File: config.mk
export PLATFORM = sky130hd
export DESIGN_NAME = tmrp_read_port
export DESIGN_NICKNAME = d
export VERILOG_FILES = /design/src/tmrp_pkg.sv /design/src/tmrp_read_port.sv
export SDC_FILE = /design/constraint.sdc
export NUM_CORES = 2
export LEC_CHECK = 0
export BUFFER_PORTS_ARGS = -buffer_cell sky130_fd_sc_hd__buf_4
export CAP_MARGIN = 20
export CELL_PAD_IN_SITES_DETAIL_PLACEMENT = 0
export CELL_PAD_IN_SITES_GLOBAL_PLACEMENT = 1
export CORE_UTILIZATION = 45
export CTS_CLUSTER_DIAMETER = 150
export DETAILED_ROUTE_END_ITERATION = 8
export PLACE_DENSITY = 0.71
export SETUP_SLACK_MARGIN = 0.05
export SYNTH_ARGS = -nofsm -noshare
export SYNTH_HDL_FRONTEND = slang
export SYNTH_HIERARCHICAL = 1
export SYNTH_SLANG_ARGS = --single-unit
File: constraint.sdc
create_clock -name clk_i -period 17.75 [get_ports clk_i]
set_input_delay 3.55 -clock clk_i [delete_from_list [all_inputs] [get_ports clk_i]]
set_output_delay 3.55 -clock clk_i [all_outputs]
set_load 0.02 [all_outputs]
File: src/tmrp_pkg.sv
package tmrp_pkg;

    // ------------------------------------------------------------------
    // Widths and byte positions.
    // ------------------------------------------------------------------
    localparam int ADDR_W = 15;
    localparam int BYTE_W = 8;
    localparam int IDX_W = 5;
    localparam int MSG_BYTES = 10;
    localparam int CRC_FLAG_BIT = 7;

    // ------------------------------------------------------------------
    // Positions inside a message block.
    // ------------------------------------------------------------------
    localparam logic [IDX_W-1:0] ID_IDX = 5'h00;
    localparam logic [IDX_W-1:0] CRC_IDX = 5'h0a;
    localparam logic [IDX_W-1:0] PLAIN_LAST_IDX = 5'h09;
    localparam logic [IDX_W-1:0] CRC_LAST_IDX = 5'h0a;
    localparam logic [IDX_W-1:0] ENC_LAST_IDX = 5'h0f;

    // ------------------------------------------------------------------
    // Fixed byte values and reset values.
    // ------------------------------------------------------------------
    localparam logic [BYTE_W-1:0] INVALID_ID = 8'hff;
    localparam logic [BYTE_W-1:0] PAD_BYTE = 8'h00;
    localparam logic [BYTE_W-1:0] CRC_INIT = 8'h00;
    localparam logic [ADDR_W-1:0] PTR_RESET = 15'h0000;

    // ------------------------------------------------------------------
    // Pointer-write byte counter values.
    // ------------------------------------------------------------------
    localparam logic [1:0] WR_LO = 2'h0;
    localparam logic [1:0] WR_HI = 2'h1;
    localparam logic [1:0] WR_DONE = 2'h2;

    // ------------------------------------------------------------------
    // Types.
    // ------------------------------------------------------------------
    typedef enum logic {ATT_EDGE, ATT_LEVEL} tmrp_att_mode_type;

    typedef enum logic {RD_IDLE, RD_FETCH} tmrp_rd_state_type;

    typedef struct packed {
        logic [BYTE_W-1:0] report_id;
        logic [71:0] payload;
    } tmrp_msg_type;

    typedef struct packed {
        logic start;
        logic read;
        logic stop;
        logic ack;
        logic nack;
        logic req;
    } tmrp_bus_ev_type;

endpackage

File: src/tmrp_read_port.sv
`timescale 1ns/100ps

// ----------------------------------------------------------------------
// Message queue.
// ----------------------------------------------------------------------
module tmrp_fifo #(
    parameter int WIDTH = 80,
    parameter int DEPTH = 16,
    localparam int AW = $clog2(DEPTH),
    localparam int CW = $clog2(DEPTH + 1)
) (
    input wire logic clk_i,
    input wire logic rst_i,
    input wire logic in_valid_i,
    output logic in_ready_o,
    input wire logic [WIDTH-1:0] in_data_i,
    output logic out_valid_o,
    input wire logic out_ready_i,
    output logic [WIDTH-1:0] out_data_o,
    output logic [CW-1:0] count_o
);
    logic [WIDTH-1:0] mem_q [DEPTH];
    logic [AW-1:0] wr_ptr_q;
    logic [AW-1:0] rd_ptr_q;
    logic [CW-1:0] cnt_q;
    logic [CW-1:0] cnt_d;
    logic ready_q;
    wire push_w = in_valid_i && ready_q;
    wire pop_w = out_valid_o && out_ready_i;

    // Steps a storage pointer around the ring.
    function automatic logic [AW-1:0] step(input logic [AW-1:0] p);
        step = (p == AW'(DEPTH - 1)) ? '0 : AW'(p + 1'b1);
    endfunction

    // Occupancy and flags; ready is kept in a flop so full is exact.
    assign cnt_d = CW'(cnt_q + CW'(push_w) - CW'(pop_w));
    assign out_valid_o = (cnt_q != '0);
    assign out_data_o = mem_q[rd_ptr_q];
    assign in_ready_o = ready_q;
    assign count_o = cnt_q;

    // Storage write.
    always_ff @(posedge clk_i)
        if (push_w)
            mem_q[wr_ptr_q] <= in_data_i;

    // Pointer and occupancy update.
    always_ff @(posedge clk_i)
    begin
        if (rst_i)
        begin
            wr_ptr_q <= '0;
            rd_ptr_q <= '0;
            cnt_q <= '0;
            ready_q <= 1'b0;
        end
        else
        begin
            wr_ptr_q <= push_w ? step(wr_ptr_q) : wr_ptr_q;
            rd_ptr_q <= pop_w ? step(rd_ptr_q) : rd_ptr_q;
            cnt_q <= cnt_d;
            ready_q <= (cnt_d != CW'(DEPTH));
        end
    end
endmodule

// ----------------------------------------------------------------------
// Read port.
// ----------------------------------------------------------------------
// Operation
// - Pointer returns to its read-start value on read NACK or STOP.
// - Pointer advances after every memory byte read; count and message reads load the message object base.
// - Continuous message reads wrap the pointer to the message object base.
// - A read inside the message object range returns a whole message.
// - Message is report identifier then nine payload bytes.
// - Checksum mode appends an 8-bit CRC over identifier and payload.
// - Encryption pads each block, CRC included, out to 16 bytes.
// - High address byte top bit set requests a CRC on each message.
// - Reading at the count object first returns pending message count.
// - No START or STOP between messages; STOP ends and resets pointer.
// - NACK before the final STOP returns pointer to count object; here it returns to the read-start value, which may lie elsewhere.
// - Active-low open-drain attention line asserts while messages pend.
// - Attention line has two selectable modes.
// - Edge mode releases after first identifier ack, reasserts at STOP if pending.
// - Level mode holds while messages remain, releases after last identifier ack.
// - Identifier 255 means no valid message.
module tmrp_read_port
    import tmrp_pkg::*;
#(
    parameter int FIFO_DEPTH = 16,
    parameter int MSG_OBJ_SIZE = 11,
    parameter logic [BYTE_W-1:0] CRC_POLY = 8'h07,
    localparam int CW = $clog2(FIFO_DEPTH + 1)
) (
    input wire logic clk_i,
    input wire logic rst_i,
    input wire tmrp_bus_ev_type bus_ev_i,
    input wire logic wr_valid_i,
    input wire logic [BYTE_W-1:0] wr_byte_i,
    output logic tx_valid_o,
    output logic [BYTE_W-1:0] tx_byte_o,
    output logic [ADDR_W-1:0] mem_addr_o,
    input wire logic [BYTE_W-1:0] mem_data_i,
    input wire logic msg_valid_i,
    input wire tmrp_msg_type msg_i,
    output logic msg_ready_o,
    input wire logic [ADDR_W-1:0] msg_base_i,
    input wire logic [ADDR_W-1:0] count_addr_i,
    input wire logic encrypt_en_i,
    input wire tmrp_att_mode_type att_mode_i,
    output logic [CW-1:0] pending_o,
    output logic [ADDR_W-1:0] ptr_o,
    output logic crc_mode_o,
    input wire logic host_attention_line_i,
    output logic host_attention_line_o,
    output logic host_attention_line_oe_o
);
    tmrp_rd_state_type state_q;
    logic [ADDR_W-1:0] ptr_q;
    logic [ADDR_W-1:0] start_ptr_q;
    logic [ADDR_W-1:0] mem_addr_q;
    logic [IDX_W-1:0] idx_q;
    logic [1:0] wr_idx_q;
    logic crc_mode_q;
    logic in_read_q;
    logic id_sent_q;
    logic rel_q;
    logic att_q;
    logic line_q;
    logic tx_valid_q;
    logic [BYTE_W-1:0] tx_byte_q;
    tmrp_msg_type cur_msg_q;
    logic [$bits(tmrp_msg_type)-1:0] head_raw;
    logic head_valid;
    logic [CW-1:0] pend_cnt;
    logic pop_w;

    // Picks byte idx of a message, identifier first.
    function automatic logic [BYTE_W-1:0] msg_byte(input tmrp_msg_type m,
                                                  input logic [IDX_W-1:0] idx);
        msg_byte = BYTE_W'(m >> ((MSG_BYTES - 1 - int'(idx)) * BYTE_W));
    endfunction

    // Bitwise CRC over identifier and payload, most significant bit first.
    function automatic logic [BYTE_W-1:0] crc8(input tmrp_msg_type m);
        logic [BYTE_W-1:0] c;
        c = CRC_INIT;
        for (int i = $bits(tmrp_msg_type) - 1; i >= 0; i--)
            c = {c[BYTE_W-2:0], 1'b0} ^ ((c[BYTE_W-1] ^ m[i]) ? CRC_POLY : '0);
        crc8 = c;
    endfunction

    // ------------------------------------------------------------------
    // Message queue; a stalled source sees msg_ready_o low.
    // ------------------------------------------------------------------
    tmrp_fifo #(
        .WIDTH($bits(tmrp_msg_type)),
        .DEPTH(FIFO_DEPTH)
    ) u_fifo (
        .clk_i(clk_i),
        .rst_i(rst_i),
        .in_valid_i(msg_valid_i),
        .in_ready_o(msg_ready_o),
        .in_data_i(msg_i),
        .out_valid_o(head_valid),
        .out_ready_i(pop_w),
        .out_data_o(head_raw),
        .count_o(pend_cnt)
    );

    // ------------------------------------------------------------------
    // Address decode and byte selection.
    // ------------------------------------------------------------------
    wire tmrp_msg_type head_w = tmrp_msg_type'(head_raw);
    wire tmrp_msg_type invalid_w = '{report_id: INVALID_ID, payload: '0};
    wire fetch_w = (state_q == RD_FETCH);
    wire idx0_w = (idx_q == ID_IDX);
    wire in_msg_w = ({1'b0, ptr_q} >= {1'b0, msg_base_i}) &&
                    ({1'b0, ptr_q} < ({1'b0, msg_base_i} + 16'(MSG_OBJ_SIZE)));
    wire at_count_w = (ptr_q == count_addr_i) && idx0_w;
    wire stream_w = !at_count_w && (in_msg_w || !idx0_w);
    wire mem_sel_w = !at_count_w && !stream_w;
    wire [IDX_W-1:0] last_idx_w = encrypt_en_i ? ENC_LAST_IDX :
                                  (crc_mode_q ? CRC_LAST_IDX : PLAIN_LAST_IDX);
    wire tmrp_msg_type cur_w = !idx0_w ? cur_msg_q : (head_valid ? head_w : invalid_w);
    wire [BYTE_W-1:0] stream_byte_w =
        (idx_q < IDX_W'(MSG_BYTES)) ? msg_byte(cur_w, idx_q) :
        ((idx_q == CRC_IDX) && crc_mode_q) ? crc8(cur_msg_q) : PAD_BYTE;
    wire [BYTE_W-1:0] out_byte_w = at_count_w ? BYTE_W'(pend_cnt) :
                                   (stream_w ? stream_byte_w : mem_data_i);
    assign pop_w = fetch_w && stream_w && idx0_w && head_valid;
    wire restore_w = in_read_q && (bus_ev_i.nack || bus_ev_i.stop);
    wire id_ack_w = bus_ev_i.ack && id_sent_q;
    wire upd_ok_w = !restore_w && !wr_valid_i;

    // Attention line next state for both modes.
    wire rel_d = bus_ev_i.stop ? 1'b0 : (rel_q || id_ack_w);
    wire att_edge_d = (pend_cnt != '0) && !rel_d;
    wire att_level_d = (pend_cnt != '0) || (att_q && !id_ack_w);
    wire att_d = (att_mode_i == ATT_LEVEL) ? att_level_d : att_edge_d;

    assign tx_valid_o = tx_valid_q;
    assign tx_byte_o = tx_byte_q;
    assign mem_addr_o = mem_addr_q;
    assign pending_o = pend_cnt;
    assign ptr_o = ptr_q;
    assign crc_mode_o = crc_mode_q;
    assign host_attention_line_o = line_q;
    assign host_attention_line_oe_o = att_q;

    // ------------------------------------------------------------------
    // Transaction tracking and byte request sequencing.
    // ------------------------------------------------------------------
    always_ff @(posedge clk_i)
    begin
        if (rst_i)
        begin
            state_q <= RD_IDLE;
            in_read_q <= 1'b0;
            start_ptr_q <= PTR_RESET;
            mem_addr_q <= PTR_RESET;
            wr_idx_q <= WR_LO;
            tx_valid_q <= 1'b0;
            tx_byte_q <= PAD_BYTE;
        end
        else
        begin
            tx_valid_q <= fetch_w;
            tx_byte_q <= fetch_w ? out_byte_w : tx_byte_q;
            unique case (state_q)
                RD_IDLE:
                    if (bus_ev_i.req && in_read_q)
                    begin
                        state_q <= RD_FETCH;
                        mem_addr_q <= ptr_q;
                    end
                RD_FETCH:
                    state_q <= RD_IDLE;
            endcase
            if (bus_ev_i.start)
            begin
                in_read_q <= bus_ev_i.read;
                wr_idx_q <= WR_LO;
                start_ptr_q <= bus_ev_i.read ? ptr_q : start_ptr_q;
            end
            else if (bus_ev_i.stop)
                in_read_q <= 1'b0;
            else if (wr_valid_i && (wr_idx_q != WR_DONE))
                wr_idx_q <= 2'(wr_idx_q + 1'b1);
        end
    end

    // ------------------------------------------------------------------
    // Address pointer, checksum flag and message position.
    // ------------------------------------------------------------------
    always_ff @(posedge clk_i)
    begin
        if (rst_i)
        begin
            ptr_q <= PTR_RESET;
            crc_mode_q <= 1'b0;
            idx_q <= ID_IDX;
            cur_msg_q <= '0;
        end
        else if (wr_valid_i && (wr_idx_q == WR_LO))
            ptr_q[BYTE_W-1:0] <= wr_byte_i;
        else if (wr_valid_i && (wr_idx_q == WR_HI))
        begin
            ptr_q[ADDR_W-1:BYTE_W] <= wr_byte_i[CRC_FLAG_BIT-1:0];
            crc_mode_q <= wr_byte_i[CRC_FLAG_BIT];
        end
        else if (restore_w)
        begin
            ptr_q <= start_ptr_q;
            idx_q <= ID_IDX;
        end
        else if (fetch_w)
        begin
            ptr_q <= mem_sel_w ? ADDR_W'(ptr_q + 1'b1) : msg_base_i;
            if (stream_w)
            begin
                idx_q <= (idx_q == last_idx_w) ? ID_IDX : IDX_W'(idx_q + 1'b1);
                cur_msg_q <= idx0_w ? cur_w : cur_msg_q;
            end
        end
    end

    // ------------------------------------------------------------------
    // Attention line.
    // ------------------------------------------------------------------
    always_ff @(posedge clk_i)
    begin
        if (rst_i)
        begin
            id_sent_q <= 1'b0;
            rel_q <= 1'b0;
            att_q <= 1'b0;
            line_q <= 1'b0;
        end
        else
        begin
            id_sent_q <= fetch_w ? (stream_w && idx0_w) :
                         ((bus_ev_i.ack || bus_ev_i.nack) ? 1'b0 : id_sent_q);
            rel_q <= rel_d;
            att_q <= att_d;
            line_q <= 1'b0;
        end
    end
endmodule

==> results.py <==
metrics = {
    "run_status": {
        "status": "completed",
    },
    "synth": {
        "synth-edff-count": 1280,
        "synth_nets": 3750,
        "yosys_register_bits": 1445,
        "postSynth.asyncResetShare": 0,
        "synth_top_flop_cell": "edfxtp_1",
        "syn_area_per_cell_sq_um": 16.9,
        "yosysSeqAreaShare": 0.695,
        "synth_warnings": 6,
        "syn-instance-count": 3559,
        "ys_types": 65,
        "netlist_area_sq_mm": 0.0600,
    },
    "sta": {
        "timing.final.crit_share": 0.486,
        "finClkSkew_ns": 0.0357,
        "fin_ws_ns": 9.12,
        "setup_viol": 0,
        "min_period_ns": 8.63,
        "fin_tns_setup_ns": 0,
        "drv_slew": 0,
        "relSlewSlack": 0.259,
        "fmax_mhz": 116,
        "worstMarginPinSlew_ns": 1.11,
        "hold_viol": 0,
        "rsz0062_at_grt": "no",
    },
    "die": {
        "rows": 133,
        "fp.dieH_um": 367,
        "die_area_sq_mm": 0.135,
        "ioPinCount": 187,
        "core_sq_mm": 0.132,
        "die_width_um": 367,
        "start_util": 0.455,
    },
    "power_and_ir_drop": {
        "seq_power_share": 0.492,
        "switching_share": 0.244,
        "peakVddDrop_v": 0.000102,
        "pwr-share-clk": 0.390,
        "comb_power_share": 0.118,
        "switching_power_mw": 1.88,
        "leakage_nw": 21.7,
        "p_per_area_mw_per_mm2": 113,
        "internal-power_mw": 5.83,
    },
    "placement": {
        "place_ws_ns": 8.33,
        "io_buffer_count": 184,
        "hpwl_um": 82900,
        "gp_congestion": 0.855,
    },
    "final_layout": {
        "syn_to_final_growth_pct": 13.2,
        "drive_gt1_frac": 0.218,
        "final_cell_mix": "edfxtp_1 (1280), mux4_2 (321), nand2_1 (311), buf_4 (250), xnor2_1 (176)",
        "final_common_cell": "edfxtp_1",
        "final_nets": 3919,
    },
    "clock_network": {
        "clockRootBuffer": "clkbuf_16",
        "postCtsSetupBuffers": 0,
        "tritoncts": "yes",
        "clkLatencyLatePin_ns": 0.79,
        "cts.repair.resized": 0,
        "htree_levels": 4,
        "numCtsBuffers": 150,
        "clkSinkCount": 1445,
        "ctsLongestPathBuffers": 3,
        "cts_hold_buffers": 0,
        "clk_pin_slew_ns": 0.05,
    },
    "hold_path": {
        "hold_path.class": "flop to flop",
        "holdPathStages": 1,
    },
    "global_routing": {
        "grt_antenna_before_repair": 9,
        "grt_use_total": 0.221,
        "grt_remaining_overflow": 0,
        "grt_first_pass_wirelength_um": 219000,
        "grt_pass1_vias": 32500,
        "grt_start_max_net_pins": 126,
    },
    "critical_path": {
        "cp-end-kind": "flop",
        "r2r_slack_ns": 11.63,
        "crit_required_ns": 18.36,
        "max_stage_delay_ns": 0.44,
        "critical_path_class": "input pin to flop",
        "worstPathMaxFanout": 14,
        "worst_path_max_delay_cell": "o21a_1",
        "cpMostUsedCell": "o21a_1",
        "cp-start-kind": "input pin",
        "ff2ff_path_depth": 28,
        "path_depth": 31,
        "cp.arrival_ns": 9.23,
        "critical-path-top-delay-family": "compound AO/OA/AOI/OAI gates",
        "cp_num_buf_inv": 5,
    },
    "route": {
        "drc": 0,
        "initialDrtViolationCount": 3101,
        "avgViaCountPerCell": 5.82,
        "ant_nets": 0,
        "avgRoutedWirePerCell_um": 26.6,
        "vias": 32600,
        "drtPass1Iterations": 8,
        "wl_um": 149000,
    },
    "run": {
        "maxCapViolCount": 0,
    },
}
[layout make-up]
| class | count | area (sq um) |
|---|---|---|
| Sequential cell | 1445 | 41700 |
| Multi-Input combinational cell | 1840 | 17300 |
| Antenna cell | 2 | 5.00 |
| Tap cell | 1755 | 2200 |
| Inverter | 38 | 143 |
| Timing Repair Buffer | 253 | 1930 |
| Clock buffer | 196 | 4050 |
| Clock inverter | 71 | 596 |
| Fill cell | 10600 | 64000 |
[power groups by stage]
stage / Sequential, mW / Clock, mW / Combinational [mW]
finish: 3.79 / 3.00 / 0.911
global route: 3.80 / 3.18 / 0.991
CTS: 3.79 / 3.06 / 0.917
detailed placement: 3.86 / 0 / 0.914
global placement: 3.86 / 0 / 0.907
floorplan: 3.87 / 0 / 0.602
[final timing paths]
path / startpoint / endpoint
setup / recovery: msg_base_i[0] / u_fifo/in_ready_o$_SDFF_PP0_
hold / removal: tx_byte_o[5]$_SDFFE_PP0P_ / tx_byte_o[5]$_SDFFE_PP0P_
setup reg to reg: ptr_o[1]$_SDFFE_PP0P_ / u_fifo/in_ready_o$_SDFF_PP0_
hold reg to reg: tx_byte_o[5]$_SDFFE_PP0P_ / tx_byte_o[5]$_SDFFE_PP0P_
[registers in the layout, indices dropped and copies added (netlist names), 2 cells and up, named ones only]
register / cells
cur_msg_q: 80
u_fifo/wr_ptr_q: 4
tx_byte_o: 8
wr_idx_q: 2
u_fifo/rd_ptr_q: 4
idx_q: 5
mem_addr_o: 15
ptr_o: 15
start_ptr_q: 15
u_fifo/mem_q: 1280
u_fifo/count_o: 5
[logic make-up after synthesis]
group           after synthesis  share of synthesized area
other cells                   1                  0.0000625
fa+ha+maj                    52                     0.0110
mux                         324                      0.121
simple gates                664                     0.0496
buf+inv                     274                     0.0198
flops                      1445                      0.695
xor+xnor                    266                     0.0456
compound gates              533                     0.0579
[stage by stage]
step / area, sq um / instances / utilization / total power [mW] / hold WS [ns]
after floorplan: 60000 / 3559 / - / 4.48 / 0.436
after global placement: 63300 / 5331 / 0.480 / 4.77 / 0.439
after detailed placement: 63300 / 5331 / 0.480 / 4.78 / 0.444
after CTS: 67900 / 5598 / 0.515 / 7.77 / 0.455
after global routing: 67900 / 5600 / 0.515 / 7.97 / 0.471
final: 67900 / 5600 / 0.515 / 7.71 / 0.451
[worst reg2reg max path: cells and delay by family, from the launching register on]
kind | cells | cell delay (ns)
compound gates | 15 | 2.63
fa+ha+maj | 4 | 1.16
simple gates | 5 | 1.03
flops | 1 | 0.66
buf+inv | 3 | 0.30
xor+xnor | 1 | 0.15
[cell usage after synthesis (all sizes together) (9+ instances only)]
library cell     n  area (sq um)
edfxtp        1280         38400
mux4           321          7230
nand2          311          1170
xnor2          196          1870
a21oi          165           826
dfxtp          165          3300
a22oi          162          1220
clkbuf         162           611
nand3          129           646
nor2            92           345
buf             74           435
xor2            54           503
ha              51           638
a211oi          50           375
and3            44           275
a31oi           43           269
o21ai           40           200
inv             37           139
nor3            25           125
nor2b           20           125
a311oi          12           105
o21a            12          90.1
o22ai           12          75.1
xnor3           12           273
nand4            9          56.3
[per-layer routing]
metal  part of all wire  track usage
met2               0.49        0.360
met1               0.43        0.313
met5            0.00051            0
met3              0.059       0.0344
met4              0.018       0.0530
Power figures use the tool's default switching activity.
